--- src/buck_seq_consts.svh ---
// constants for the converter protection and mode sequencer
`ifndef BUCK_SEQ_CONSTS_SVH
`define BUCK_SEQ_CONSTS_SVH
`define CLK_FREQ_MHZ 50
`define UNDER_DELAY_US 64
`define UNDER_DELAY_CYC (`UNDER_DELAY_US * `CLK_FREQ_MHZ)
`define WIN_DELAY_US 5
`define WIN_DELAY_CYC (`WIN_DELAY_US * `CLK_FREQ_MHZ)
`define DIS_HOLD_US 128
`define DIS_HOLD_CYC (`DIS_HOLD_US * `CLK_FREQ_MHZ)
`define CAL_TIME_US 20
`define CAL_CYC (`CAL_TIME_US * `CLK_FREQ_MHZ)
`define ZERO_ENTRY_COUNT 16
`define ADDR_CTRL 8'h00
`define ADDR_STATUS 8'h04
`define ADDR_CONFIG 8'h08
`define CTRL_EN_BIT 0
`define CTRL_EN_RESET 1'b1
`define IN_EN 0
`define IN_VCC_OK 1
`define IN_VIN_OK 2
`define IN_OVER_TEMP 3
`define IN_UNDER 4
`define IN_OVER 5
`define IN_SOFT_OVER 6
`define IN_BELOW_100MV 7
`define IN_VALLEY 8
`define IN_NEG 9
`define IN_ZERO 10
`define IN_SS_DONE 11
`define IN_PREBIAS 12
`define IN_ONTIME 13
`define IN_HS_REQ 14
`define IN_LIMIT_LOW 15
`define IN_MODE_SKIP 16
`define IN_FREQ_LSB 17
`define IN_COUNT 19
`endif

--- src/buck_seq_pkg.sv ---
// types shared by the converter protection and mode sequencer
package buck_seq_pkg;
    typedef enum logic [2:0] {
        ST_OFF,
        ST_DISCHARGE,
        ST_SOFTSTART,
        ST_RUN,
        ST_LATCHED
    } seq_state_t;
endpackage : buck_seq_pkg

--- src/buck_fault_protection_sequencer.sv ---
// protection, discharge, window flag and light-load sequencer of a step-down converter
// Functional notes
// - valley current above limit keeps low side on and blocks next high pulse
// - feedback under 80 percent for 64 us latches both switches off
// - undervoltage detector and timer idle until soft start completes
// - feedback back above threshold clears the undervoltage timer to zero
// - after latch-off both switches stay off until enable toggles or supply resets; an over-temperature event also releases the latch here
// - current limiting during start-up trips undervoltage latch when soft start ends
// - low limit-set resistor selects the fixed internal current clamp
// - negative limit in low phase: low off, one high on-time, low on
// - window flag goes high only after soft start with output in window
// - feedback out of window for 5 us latches the window flag low
// - latched-low window flag stays low until enable toggles or supply resets
// - overvoltage latches high side off, cycles low side against negative limit
// - soft overvoltage forces continuous conduction with low-side discharge, no latch
// - discharge mode: switches off, discharge on, both off below 100 mV
// - enable low, over-temperature or either supply lockout enters discharge
// - discharge switch stays on 128 us after all triggers clear
// - control supply lockout shuts off and recovers without latching
// - input supply lockout stops switching, discharges soft start, restarts fresh
// - over-temperature stops switching, discharges soft start, restarts fresh
// - skip mode: low off at zero cross, 16 in a row enter light load
// - pre-biased output above command during soft start skips pulses
// - mode input sampled once in calibration window, later changes ignored
//
// Design decisions made here: the placing of the registers and the APB slave port.
`timescale 1ns/1ps
`include "buck_seq_consts.svh"

module buck_fault_protection_sequencer
    import buck_seq_pkg::*;
#(
    parameter int unsigned DIS_HOLD_CYC = `DIS_HOLD_CYC,
    parameter int unsigned CAL_CYC = `CAL_CYC
)(
    // clock and reset
    input wire logic clk_sys,
    input wire logic reset_n,
    // apb slave
    input wire logic psel,
    input wire logic penable,
    input wire logic pwrite,
    input wire logic [7:0] paddr,
    input wire logic [31:0] pwdata,
    output logic [31:0] prdata,
    output logic pready,
    output logic pslverr,
    // enable pin and supply monitors
    input wire logic enable_pin,
    input wire logic vcc_ok,
    input wire logic vin_ok,
    input wire logic over_temp,
    // feedback comparators
    input wire logic undervoltage_guard_hit,
    input wire logic overvoltage_guard_hit,
    input wire logic soft_overvoltage_clamp_hit,
    input wire logic feedback_sense_below_100mv,
    // current comparators
    input wire logic valley_current_limit_hit,
    input wire logic negative_current_limit_hit,
    input wire logic zero_cross_threshold_hit,
    // loop and start-up status
    input wire logic ss_complete,
    input wire logic prebias_above_command,
    input wire logic ontime_done,
    input wire logic hs_request,
    // straps
    input wire logic limit_set_pin_low,
    input wire logic mode_skip_sel,
    input wire logic [1:0] mode_freq_sel,
    // power stage controls
    output logic hs_enable,
    output logic ls_enable,
    output logic discharge_on,
    output logic ss_discharge,
    output logic regulator_on,
    output logic fixed_clamp_sel,
    output logic light_load_mode,
    output logic [1:0] freq_sel,
    // open-drain window flag
    output logic output_in_window_flag_out,
    output logic output_in_window_flag_oe
);
    localparam int UNDER_CYC = `UNDER_DELAY_CYC;
    localparam int WIN_CYC = `WIN_DELAY_CYC;
    localparam int ZERO_N = `ZERO_ENTRY_COUNT;

    function automatic logic addr_is(input logic [7:0] a, input logic [7:0] off);
        addr_is = (a == off);
    endfunction : addr_is

    logic [`IN_COUNT-1:0] in_raw;
    logic [`IN_COUNT-1:0] meta_reg;
    logic [`IN_COUNT-1:0] sync_reg;
    logic zero_prev_reg;
    logic neg_prev_reg;
    logic ontime_prev_reg;
    seq_state_t state_reg;
    logic ctrl_en_reg;
    logic [31:0] prdata_reg;
    logic [15:0] under_cnt_reg;
    logic [15:0] win_cnt_reg;
    logic [15:0] dis_cnt_reg;
    logic [15:0] cal_cnt_reg;
    logic cal_done_reg;
    logic skip_mode_reg;
    logic [1:0] freq_sel_reg;
    logic clamp_reg;
    logic ocl_seen_reg;
    logic over_latch_reg;
    logic low100_reg;
    logic discharge_on_reg;
    logic ss_dis_reg;
    logic hs_on_reg;
    logic ls_on_reg;
    logic [4:0] zero_cnt_reg;
    logic zero_seen_reg;
    logic light_reg;
    logic win_latch_reg;
    logic win_low_reg;

    assign in_raw = {mode_freq_sel, mode_skip_sel, limit_set_pin_low, hs_request,
                     ontime_done, prebias_above_command, ss_complete,
                     zero_cross_threshold_hit, negative_current_limit_hit,
                     valley_current_limit_hit, feedback_sense_below_100mv,
                     soft_overvoltage_clamp_hit, overvoltage_guard_hit,
                     undervoltage_guard_hit, over_temp, vin_ok, vcc_ok, enable_pin};

    genvar gi;
    generate
        for (gi = 0; gi < `IN_COUNT; gi++)
        begin : g_sync
            always_ff @(posedge clk_sys)
            begin
                if (!reset_n)
                begin
                    meta_reg[gi] <= 1'b0;
                    sync_reg[gi] <= 1'b0;
                end
                else
                begin
                    meta_reg[gi] <= in_raw[gi];
                    sync_reg[gi] <= meta_reg[gi];
                end
            end
        end
    endgenerate

    logic en_s, under_s, over_s, valley_s, trig, active;
    logic zero_rise, neg_rise, ontime_rise, hs_start, under_expire, win_bad;
    assign en_s = sync_reg[`IN_EN] & ctrl_en_reg;
    assign under_s = sync_reg[`IN_UNDER];
    assign over_s = sync_reg[`IN_OVER];
    assign valley_s = sync_reg[`IN_VALLEY];
    // any lockout, heat limit or disable leads into discharge
    assign trig = !en_s | sync_reg[`IN_OVER_TEMP] | !sync_reg[`IN_VCC_OK] | !sync_reg[`IN_VIN_OK];
    assign active = (state_reg == ST_SOFTSTART) || (state_reg == ST_RUN);
    assign zero_rise = sync_reg[`IN_ZERO] & !zero_prev_reg;
    assign neg_rise = sync_reg[`IN_NEG] & !neg_prev_reg;
    assign ontime_rise = sync_reg[`IN_ONTIME] & !ontime_prev_reg;
    // detector only armed in run, after soft start
    assign under_expire = (state_reg == ST_RUN) && under_s &&
                          (under_cnt_reg == 16'(UNDER_CYC - 1));
    // pulse start: negative limit forces one on-time, else loop request gated
    assign hs_start = active && !hs_on_reg &&
                      ((ls_on_reg && neg_rise) ||
                       (sync_reg[`IN_HS_REQ] && !valley_s && !over_latch_reg &&
                        !((state_reg == ST_SOFTSTART) && sync_reg[`IN_PREBIAS])));
    assign win_bad = (state_reg == ST_RUN) && (under_s || over_s);

    always_ff @(posedge clk_sys)
    begin
        if (!reset_n)
        begin
            zero_prev_reg <= 1'b0;
            neg_prev_reg <= 1'b0;
            ontime_prev_reg <= 1'b0;
        end
        else
        begin
            zero_prev_reg <= sync_reg[`IN_ZERO];
            neg_prev_reg <= sync_reg[`IN_NEG];
            ontime_prev_reg <= sync_reg[`IN_ONTIME];
        end
    end

    // mode strap latched once; the window closes for good after calibration
    always_ff @(posedge clk_sys)
    begin
        if (!reset_n)
        begin
            cal_cnt_reg <= 16'h0000;
            cal_done_reg <= 1'b0;
            skip_mode_reg <= 1'b0;
            freq_sel_reg <= 2'h0;
        end
        else if (!cal_done_reg)
        begin
            cal_cnt_reg <= cal_cnt_reg + 16'h0001;
            if (cal_cnt_reg == 16'(CAL_CYC - 1))
            begin
                cal_done_reg <= 1'b1;
                skip_mode_reg <= sync_reg[`IN_MODE_SKIP];
                freq_sel_reg <= sync_reg[`IN_FREQ_LSB +: 2];
            end
        end
    end

    always_ff @(posedge clk_sys)
    begin
        if (!reset_n)
            clamp_reg <= 1'b0;
        else
            clamp_reg <= sync_reg[`IN_LIMIT_LOW];
    end

    always_ff @(posedge clk_sys)
    begin
        if (!reset_n)
            state_reg <= ST_OFF;
        else
        begin
            unique case (state_reg)
                ST_OFF:
                    if (cal_done_reg)
                        state_reg <= trig ? ST_DISCHARGE : ST_SOFTSTART;
                ST_DISCHARGE:
                    if (!trig && dis_cnt_reg == 16'(DIS_HOLD_CYC - 1))
                        state_reg <= ST_SOFTSTART;
                ST_SOFTSTART:
                    if (trig)
                        state_reg <= ST_DISCHARGE;
                    else if (sync_reg[`IN_SS_DONE])
                        state_reg <= ocl_seen_reg ? ST_LATCHED : ST_RUN;
                ST_RUN:
                    if (trig)
                        state_reg <= ST_DISCHARGE;
                    else if (under_expire)
                        state_reg <= ST_LATCHED;
                ST_LATCHED:
                    if (trig)
                        state_reg <= ST_DISCHARGE;
            endcase
        end
    end

    always_ff @(posedge clk_sys)
    begin
        if (!reset_n || state_reg != ST_RUN || !under_s)
            under_cnt_reg <= 16'h0000;
        else
            under_cnt_reg <= under_cnt_reg + 16'h0001;
    end

    always_ff @(posedge clk_sys)
    begin
        if (!reset_n || !active)
            ocl_seen_reg <= 1'b0;
        else if (state_reg == ST_SOFTSTART && valley_s)
            ocl_seen_reg <= 1'b1;
    end

    always_ff @(posedge clk_sys)
    begin
        if (!reset_n || !active)
            over_latch_reg <= 1'b0;
        else if (state_reg == ST_RUN && over_s)
            over_latch_reg <= 1'b1;
    end

    // hold counter restarts whenever any trigger reappears
    always_ff @(posedge clk_sys)
    begin
        if (!reset_n || state_reg != ST_DISCHARGE || trig)
            dis_cnt_reg <= 16'h0000;
        else
            dis_cnt_reg <= dis_cnt_reg + 16'h0001;
    end

    // the 100 mV cut stays until discharge is left, so the regulator is not re-powered
    always_ff @(posedge clk_sys)
    begin
        if (!reset_n || state_reg != ST_DISCHARGE)
            low100_reg <= 1'b0;
        else if (sync_reg[`IN_BELOW_100MV])
            low100_reg <= 1'b1;
    end

    always_ff @(posedge clk_sys)
    begin
        if (!reset_n)
        begin
            discharge_on_reg <= 1'b0;
            ss_dis_reg <= 1'b1;
        end
        else
        begin
            discharge_on_reg <= (state_reg == ST_DISCHARGE) && !low100_reg;
            ss_dis_reg <= !active;
        end
    end

    always_ff @(posedge clk_sys)
    begin
        if (!reset_n || !active)
            hs_on_reg <= 1'b0;
        else if (state_reg == ST_RUN && over_s && !over_latch_reg)
            hs_on_reg <= 1'b0;
        else if (hs_start)
            hs_on_reg <= 1'b1;
        else if (ontime_rise)
            hs_on_reg <= 1'b0;
    end

    always_ff @(posedge clk_sys)
    begin
        if (!reset_n || !active)
            ls_on_reg <= 1'b0;
        else if (state_reg == ST_RUN && over_s && !over_latch_reg)
            ls_on_reg <= 1'b1;
        else if (hs_start)
            ls_on_reg <= 1'b0;
        else if (hs_on_reg && ontime_rise)
            ls_on_reg <= 1'b1;
        else if (sync_reg[`IN_SOFT_OVER] && !hs_on_reg)
            ls_on_reg <= 1'b1;
        else if (ls_on_reg && zero_rise && skip_mode_reg && !over_latch_reg && !valley_s)
            ls_on_reg <= 1'b0;
    end

    // a pulse with no zero cross in the low phase before it breaks the run of crossings
    always_ff @(posedge clk_sys)
    begin
        if (!reset_n || !active || !skip_mode_reg || sync_reg[`IN_SOFT_OVER])
        begin
            zero_cnt_reg <= 5'h00;
            zero_seen_reg <= 1'b0;
            light_reg <= 1'b0;
        end
        else if (ls_on_reg && zero_rise)
        begin
            zero_seen_reg <= 1'b1;
            if (zero_cnt_reg != 5'(ZERO_N))
                zero_cnt_reg <= zero_cnt_reg + 5'h01;
            if (zero_cnt_reg == 5'(ZERO_N - 1))
                light_reg <= 1'b1;
        end
        else if (hs_start)
        begin
            zero_seen_reg <= 1'b0;
            if (!zero_seen_reg)
            begin
                zero_cnt_reg <= 5'h00;
                light_reg <= 1'b0;
            end
        end
    end

    always_ff @(posedge clk_sys)
    begin
        if (!reset_n || !win_bad || win_latch_reg)
            win_cnt_reg <= 16'h0000;
        else
            win_cnt_reg <= win_cnt_reg + 16'h0001;
    end

    always_ff @(posedge clk_sys)
    begin
        if (!reset_n || !en_s || !sync_reg[`IN_VCC_OK])
            win_latch_reg <= 1'b0;
        else if (win_bad && win_cnt_reg == 16'(WIN_CYC - 1))
            win_latch_reg <= 1'b1;
    end

    // a short excursion does not drop the flag; only the qualified latch does
    always_ff @(posedge clk_sys)
    begin
        if (!reset_n)
            win_low_reg <= 1'b1;
        else if (state_reg != ST_RUN || win_latch_reg)
            win_low_reg <= 1'b1;
        else if (!under_s && !over_s)
            win_low_reg <= 1'b0;
    end

    always_ff @(posedge clk_sys)
    begin
        if (!reset_n)
            ctrl_en_reg <= `CTRL_EN_RESET;
        else if (psel && penable && pwrite && addr_is(paddr, `ADDR_CTRL))
            ctrl_en_reg <= pwdata[`CTRL_EN_BIT];
    end

    always_ff @(posedge clk_sys)
    begin
        if (!reset_n)
            prdata_reg <= 32'h0000_0000;
        else if (psel && !penable)
        begin
            prdata_reg <= 32'h0000_0000;
            if (addr_is(paddr, `ADDR_CTRL))
                prdata_reg[0] <= ctrl_en_reg;
            else if (addr_is(paddr, `ADDR_STATUS))
                prdata_reg[9:0] <= {win_latch_reg, over_latch_reg, discharge_on_reg,
                                    light_reg, !win_low_reg,
                                    state_reg == ST_LATCHED, 1'b0, 3'(state_reg)};
            else if (addr_is(paddr, `ADDR_CONFIG))
                prdata_reg[4:0] <= {cal_done_reg, clamp_reg, freq_sel_reg, skip_mode_reg};
        end
    end

    assign prdata = prdata_reg;
    assign pready = 1'b1;
    assign pslverr = psel && penable && !addr_is(paddr, `ADDR_CTRL) &&
                     !addr_is(paddr, `ADDR_STATUS) && !addr_is(paddr, `ADDR_CONFIG);
    assign hs_enable = hs_on_reg;
    assign ls_enable = ls_on_reg;
    assign discharge_on = discharge_on_reg;
    assign ss_discharge = ss_dis_reg;
    assign regulator_on = !low100_reg;
    assign fixed_clamp_sel = clamp_reg;
    assign light_load_mode = light_reg;
    assign freq_sel = freq_sel_reg;
    assign output_in_window_flag_out = 1'b0;
    assign output_in_window_flag_oe = win_low_reg;
endmodule : buck_fault_protection_sequencer

--- config.mk ---
export PLATFORM = sky130hd
export DESIGN_NAME = buck_fault_protection_sequencer
export DESIGN_NICKNAME = d
export VERILOG_FILES = /design/src/buck_seq_pkg.sv /design/src/buck_fault_protection_sequencer.sv
export VERILOG_INCLUDE_DIRS = /design/src
export SDC_FILE = /design/constraint.sdc
export NUM_CORES = 1
export LEC_CHECK = 0
export BUFFER_PORTS_ARGS = -buffer_cell sky130_fd_sc_hd__buf_2
export CAP_MARGIN = 10
export CORE_MARGIN = 2
export CORE_UTILIZATION = 50
export DETAILED_ROUTE_END_ITERATION = 8
export HOLD_SLACK_MARGIN = 0.02
export PLACE_DENSITY = 0.76
export SLEW_MARGIN = 20
export SYNTH_ARGS = -nofsm -noshare
export SYNTH_HDL_FRONTEND = slang
export SYNTH_SLANG_ARGS = --single-unit
--- constraint.sdc ---
create_clock -name clk_sys -period 1.8 [get_ports clk_sys]
set_input_delay 0.09 -clock clk_sys [delete_from_list [all_inputs] [get_ports clk_sys]]
set_output_delay 0.09 -clock clk_sys [all_outputs]
set_load 0.005 [all_outputs]
==> results.sh <==
export IMPL_numCtsBuffers=17
export IMPL_drive_gt1_share_pct=18.2
export IMPL_first_global_vias=4362
export IMPL_min_to="prdata[2]"
export IMPL_critical_path_max_fanout=3
export IMPL_vias_per_cell=5.03
export IMPL_ys_ff_latch=140
export IMPL_wire_per_inst_um=13.0
export IMPL_fillers=897
export IMPL_core_um2=11400
export IMPL_ys_flop_type="dfxtp_1"
export IMPL_crit_path_end_kind="flip-flop"
export IMPL_synth_top_cell_by_area="dfxtp_1"
export IMPL_syn_inst=615
export IMPL_vias=4366
export IMPL_ys_warn_count=0
export IMPL_clock_latency_ns=0.42
export IMPL_drc=0
export IMPL_ys_seq_area_share_pct=48.5
export IMPL_grt_overflow_total=0
export IMPL_io_pins=109
export IMPL_die_h_um=111
export IMPL_yosys_cell_count_top_type="dfxtp_1"
export IMPL_post_route_min_period_ns=1.85
export IMPL_grt_max_degree=47
export IMPL_met3_usage_pct=5.17
export IMPL_synth_common_cells="140 x dfxtp_1, 70 x nor2_1, 58 x and2_1"
export IMPL_worst_slew_pin_slew_ns=0.513
export IMPL_dpl_hpwl_um=7760
export IMPL_async_reset_ff_share_pct=0
export IMPL_setup_viol=1
export IMPL_period_share_pct=103
export IMPL_diodes=0
export IMPL_worstReg2RegStart="dis_cnt_reg[15]"
export IMPL_synth_edf_count=0
export IMPL_num_rows=39
export IMPL_nets=784
export IMPL_antenna_found_initial=0
export IMPL_rrSetupSlack_ns=-0.05
export IMPL_worstPathRequired_ns=2.11
export IMPL_cts_sinks=140
export IMPL_grt_busiest_layer="met2"
export IMPL_powerDensity_nw_per_um2=934
export IMPL_fin_util_pct=61.6
export IMPL_r2r_end="state_reg[2]"
export IMPL_track_usage_pct=18.8
export IMPL_cts_tree="built"
export IMPL_hold_slack_ns=0.0514
export IMPL_drtPass1Iterations=5
export IMPL_antenna_left=0
export IMPL_maxCapViolCount=0
export IMPL_holdPathStages=4
export IMPL_fp_dieW_um=111
export IMPL_grt_met2_usage_pct=32.6
export IMPL_io_buffers=53
export IMPL_die_area_um2=12400
export IMPL_crit_arrival_ns=2.16
export IMPL_path_class="flip-flop to flip-flop"
export IMPL_grtUsageMet1_pct=22.8
export IMPL_syn_area_per_cell_um2=9.39
export IMPL_largest_register_ffs=19
export IMPL_syn_area_um2=5780
export IMPL_start_kind="flip-flop"
export IMPL_maxSlewViolCount=0
export IMPL_seq_area_um2=2810
export IMPL_final_setup_worst_slack_ns=-0.0467
export IMPL_dp_cells=813
export IMPL_r2r_cells=5
export IMPL_grt_pass1_wl_um=19300
export IMPL_wirelength_um=11300
export IMPL_skew_ns=0.0149
export IMPL_multi_input_area_um2=2710
export IMPL_start_util_pct=50.8
export IMPL_area_delta_synth_final_pct=21.3
export IMPL_gp_congestion=0.760
export IMPL_slew_headroom_pct=65.5
export IMPL_drt_iter0_drc=238
export IMPL_cts_clk_slew_worst_paths_ns=0.06
export IMPL_clockBufferDepth=2
export IMPL_fmax_mhz=542
export IMPL_p_leak_nw=2.75
export IMPL_synth_top_area_share_pct=48.5
export IMPL_min_from="penable"
export IMPL_violations="setup timing"
export IMPL_cts_root_buffer="clkbuf_16"
export IMPL_ys_types=61
export IMPL_outcome="finished with violations"
export IMPL_vdd_drop_max_v=0.000904
export IMPL_synth_area_leaders="dfxtp_1 49%, and2_1 6.3%, xnor2_1 5.8%"
export IMPL_cts_htree_levels=4
export IMPL_final_cells=868
export IMPL_hold_class="input pin to flip-flop"
export IMPL_rsz0062_at_grt="yes"
export IMPL_final_hold_viol_count=0
final cells by class:
type / count / share of cell area (%)
clock inverter: 14 / 1.61
tap: 143 / 2.55
multi-input combinational: 433 / 38.7
clock buffer: 18 / 6.27
timing repair buffer: 102 / 9.82
inverter: 18 / 0.964
sequential: 140 / 40.1
per-stage QoR:
step                setup TNS [ns]  area, µm²  total power [mW]  setup WS, ns
global placement                 0       6210              3.38        0.0294
finish                     -0.0467       7010              6.54       -0.0467
detailed placement        -0.00907       6210              3.39      -0.00907
floorplan                        0       5870              3.36        0.0711
global route                -0.239       7010              6.77        -0.140
CTS                        -0.0325       6980              6.59       -0.0325
power by group:
part / internal, mW / switching [mW] / total [mW]
logic: 0.105 / 0.0873 / 0.193
registers: 3.15 / 0.0201 / 3.17
clock network: 1.82 / 1.36 / 3.18
total: 5.07 / 1.47 / 6.54
cell usage in the layout (no fill, tap or decap), types with 4 or more instances in the layout:
cell type and instances:
dfxtp_1 137, nand2_1 32, nand3_1 33, a21oi_1 7, and3_1 10, clkinvlp_4 4, and4_1 6, conb_1 24
xor2_1 17, nand4_1 10, ha_1 6, a22oi_1 8, clkbuf_16 17, buf_4 27, buf_2 53, clkinv_4 4
dlygate4sd3_1 22, nor2_1 70, and2_1 58, nor3_1 10, a31oi_1 4, xnor2_1 38, mux2i_1 6, nand2b_1 4
nor2b_1 15, nand4b_1 4, o21ai_0 12, nor4_1 4, inv_1 18
kinds of logic after synthesis:
logic type,count (synthesis),synth area share [%]
muxes,6,1.04
buffers and inverters,64,6.48
DFF,140,48.5
xor gates and xnor gates,55,8.34
other,2,0.130
AOI/OAI and AO/OA,53,6.28
and+or+nand+nor,287,27.5
adders and majority gates,8,1.73
routing by layer:
layer / up-vias / part of all wire, %
met1: 2052 / 46
met2: 89 / 49
met5: - / 0
met3: 8 / 3.8
li1: 2217 / -
met4: 0 / 1.1
worst max path at each step:
stage / start / end / cells after the start
after detailed placement: dis_cnt_reg[13] / state_reg[2] / 5
after CTS: dis_cnt_reg[13] / state_reg[2] / 5
after floorplan: dis_cnt_reg[13] / state_reg[2] / 5
after global routing: dis_cnt_reg[15] / state_reg[2] / 5
after global placement: dis_cnt_reg[13] / state_reg[2] / 5
final: dis_cnt_reg[15] / state_reg[2] / 5
worst max-delay path, cell delays in order, from the launching register on:
cell and delay (ns):
dfxtp_2 0.33, nor4_2 0.27, nand4_1 0.12, or4_1 0.53, a21o_1 0.21, o41ai_2 0.30
what timing repair did:
action,4_1_cts,5_1_grt
cloned,0,0
endpoints found under the hold margin,21,0
buffers inserted,0,1
pin swaps,0,4
resized for setup,0,5
hold buffers,22,0
endpoints found under the setup margin,1,10
(Power assumes the default switching activity.)
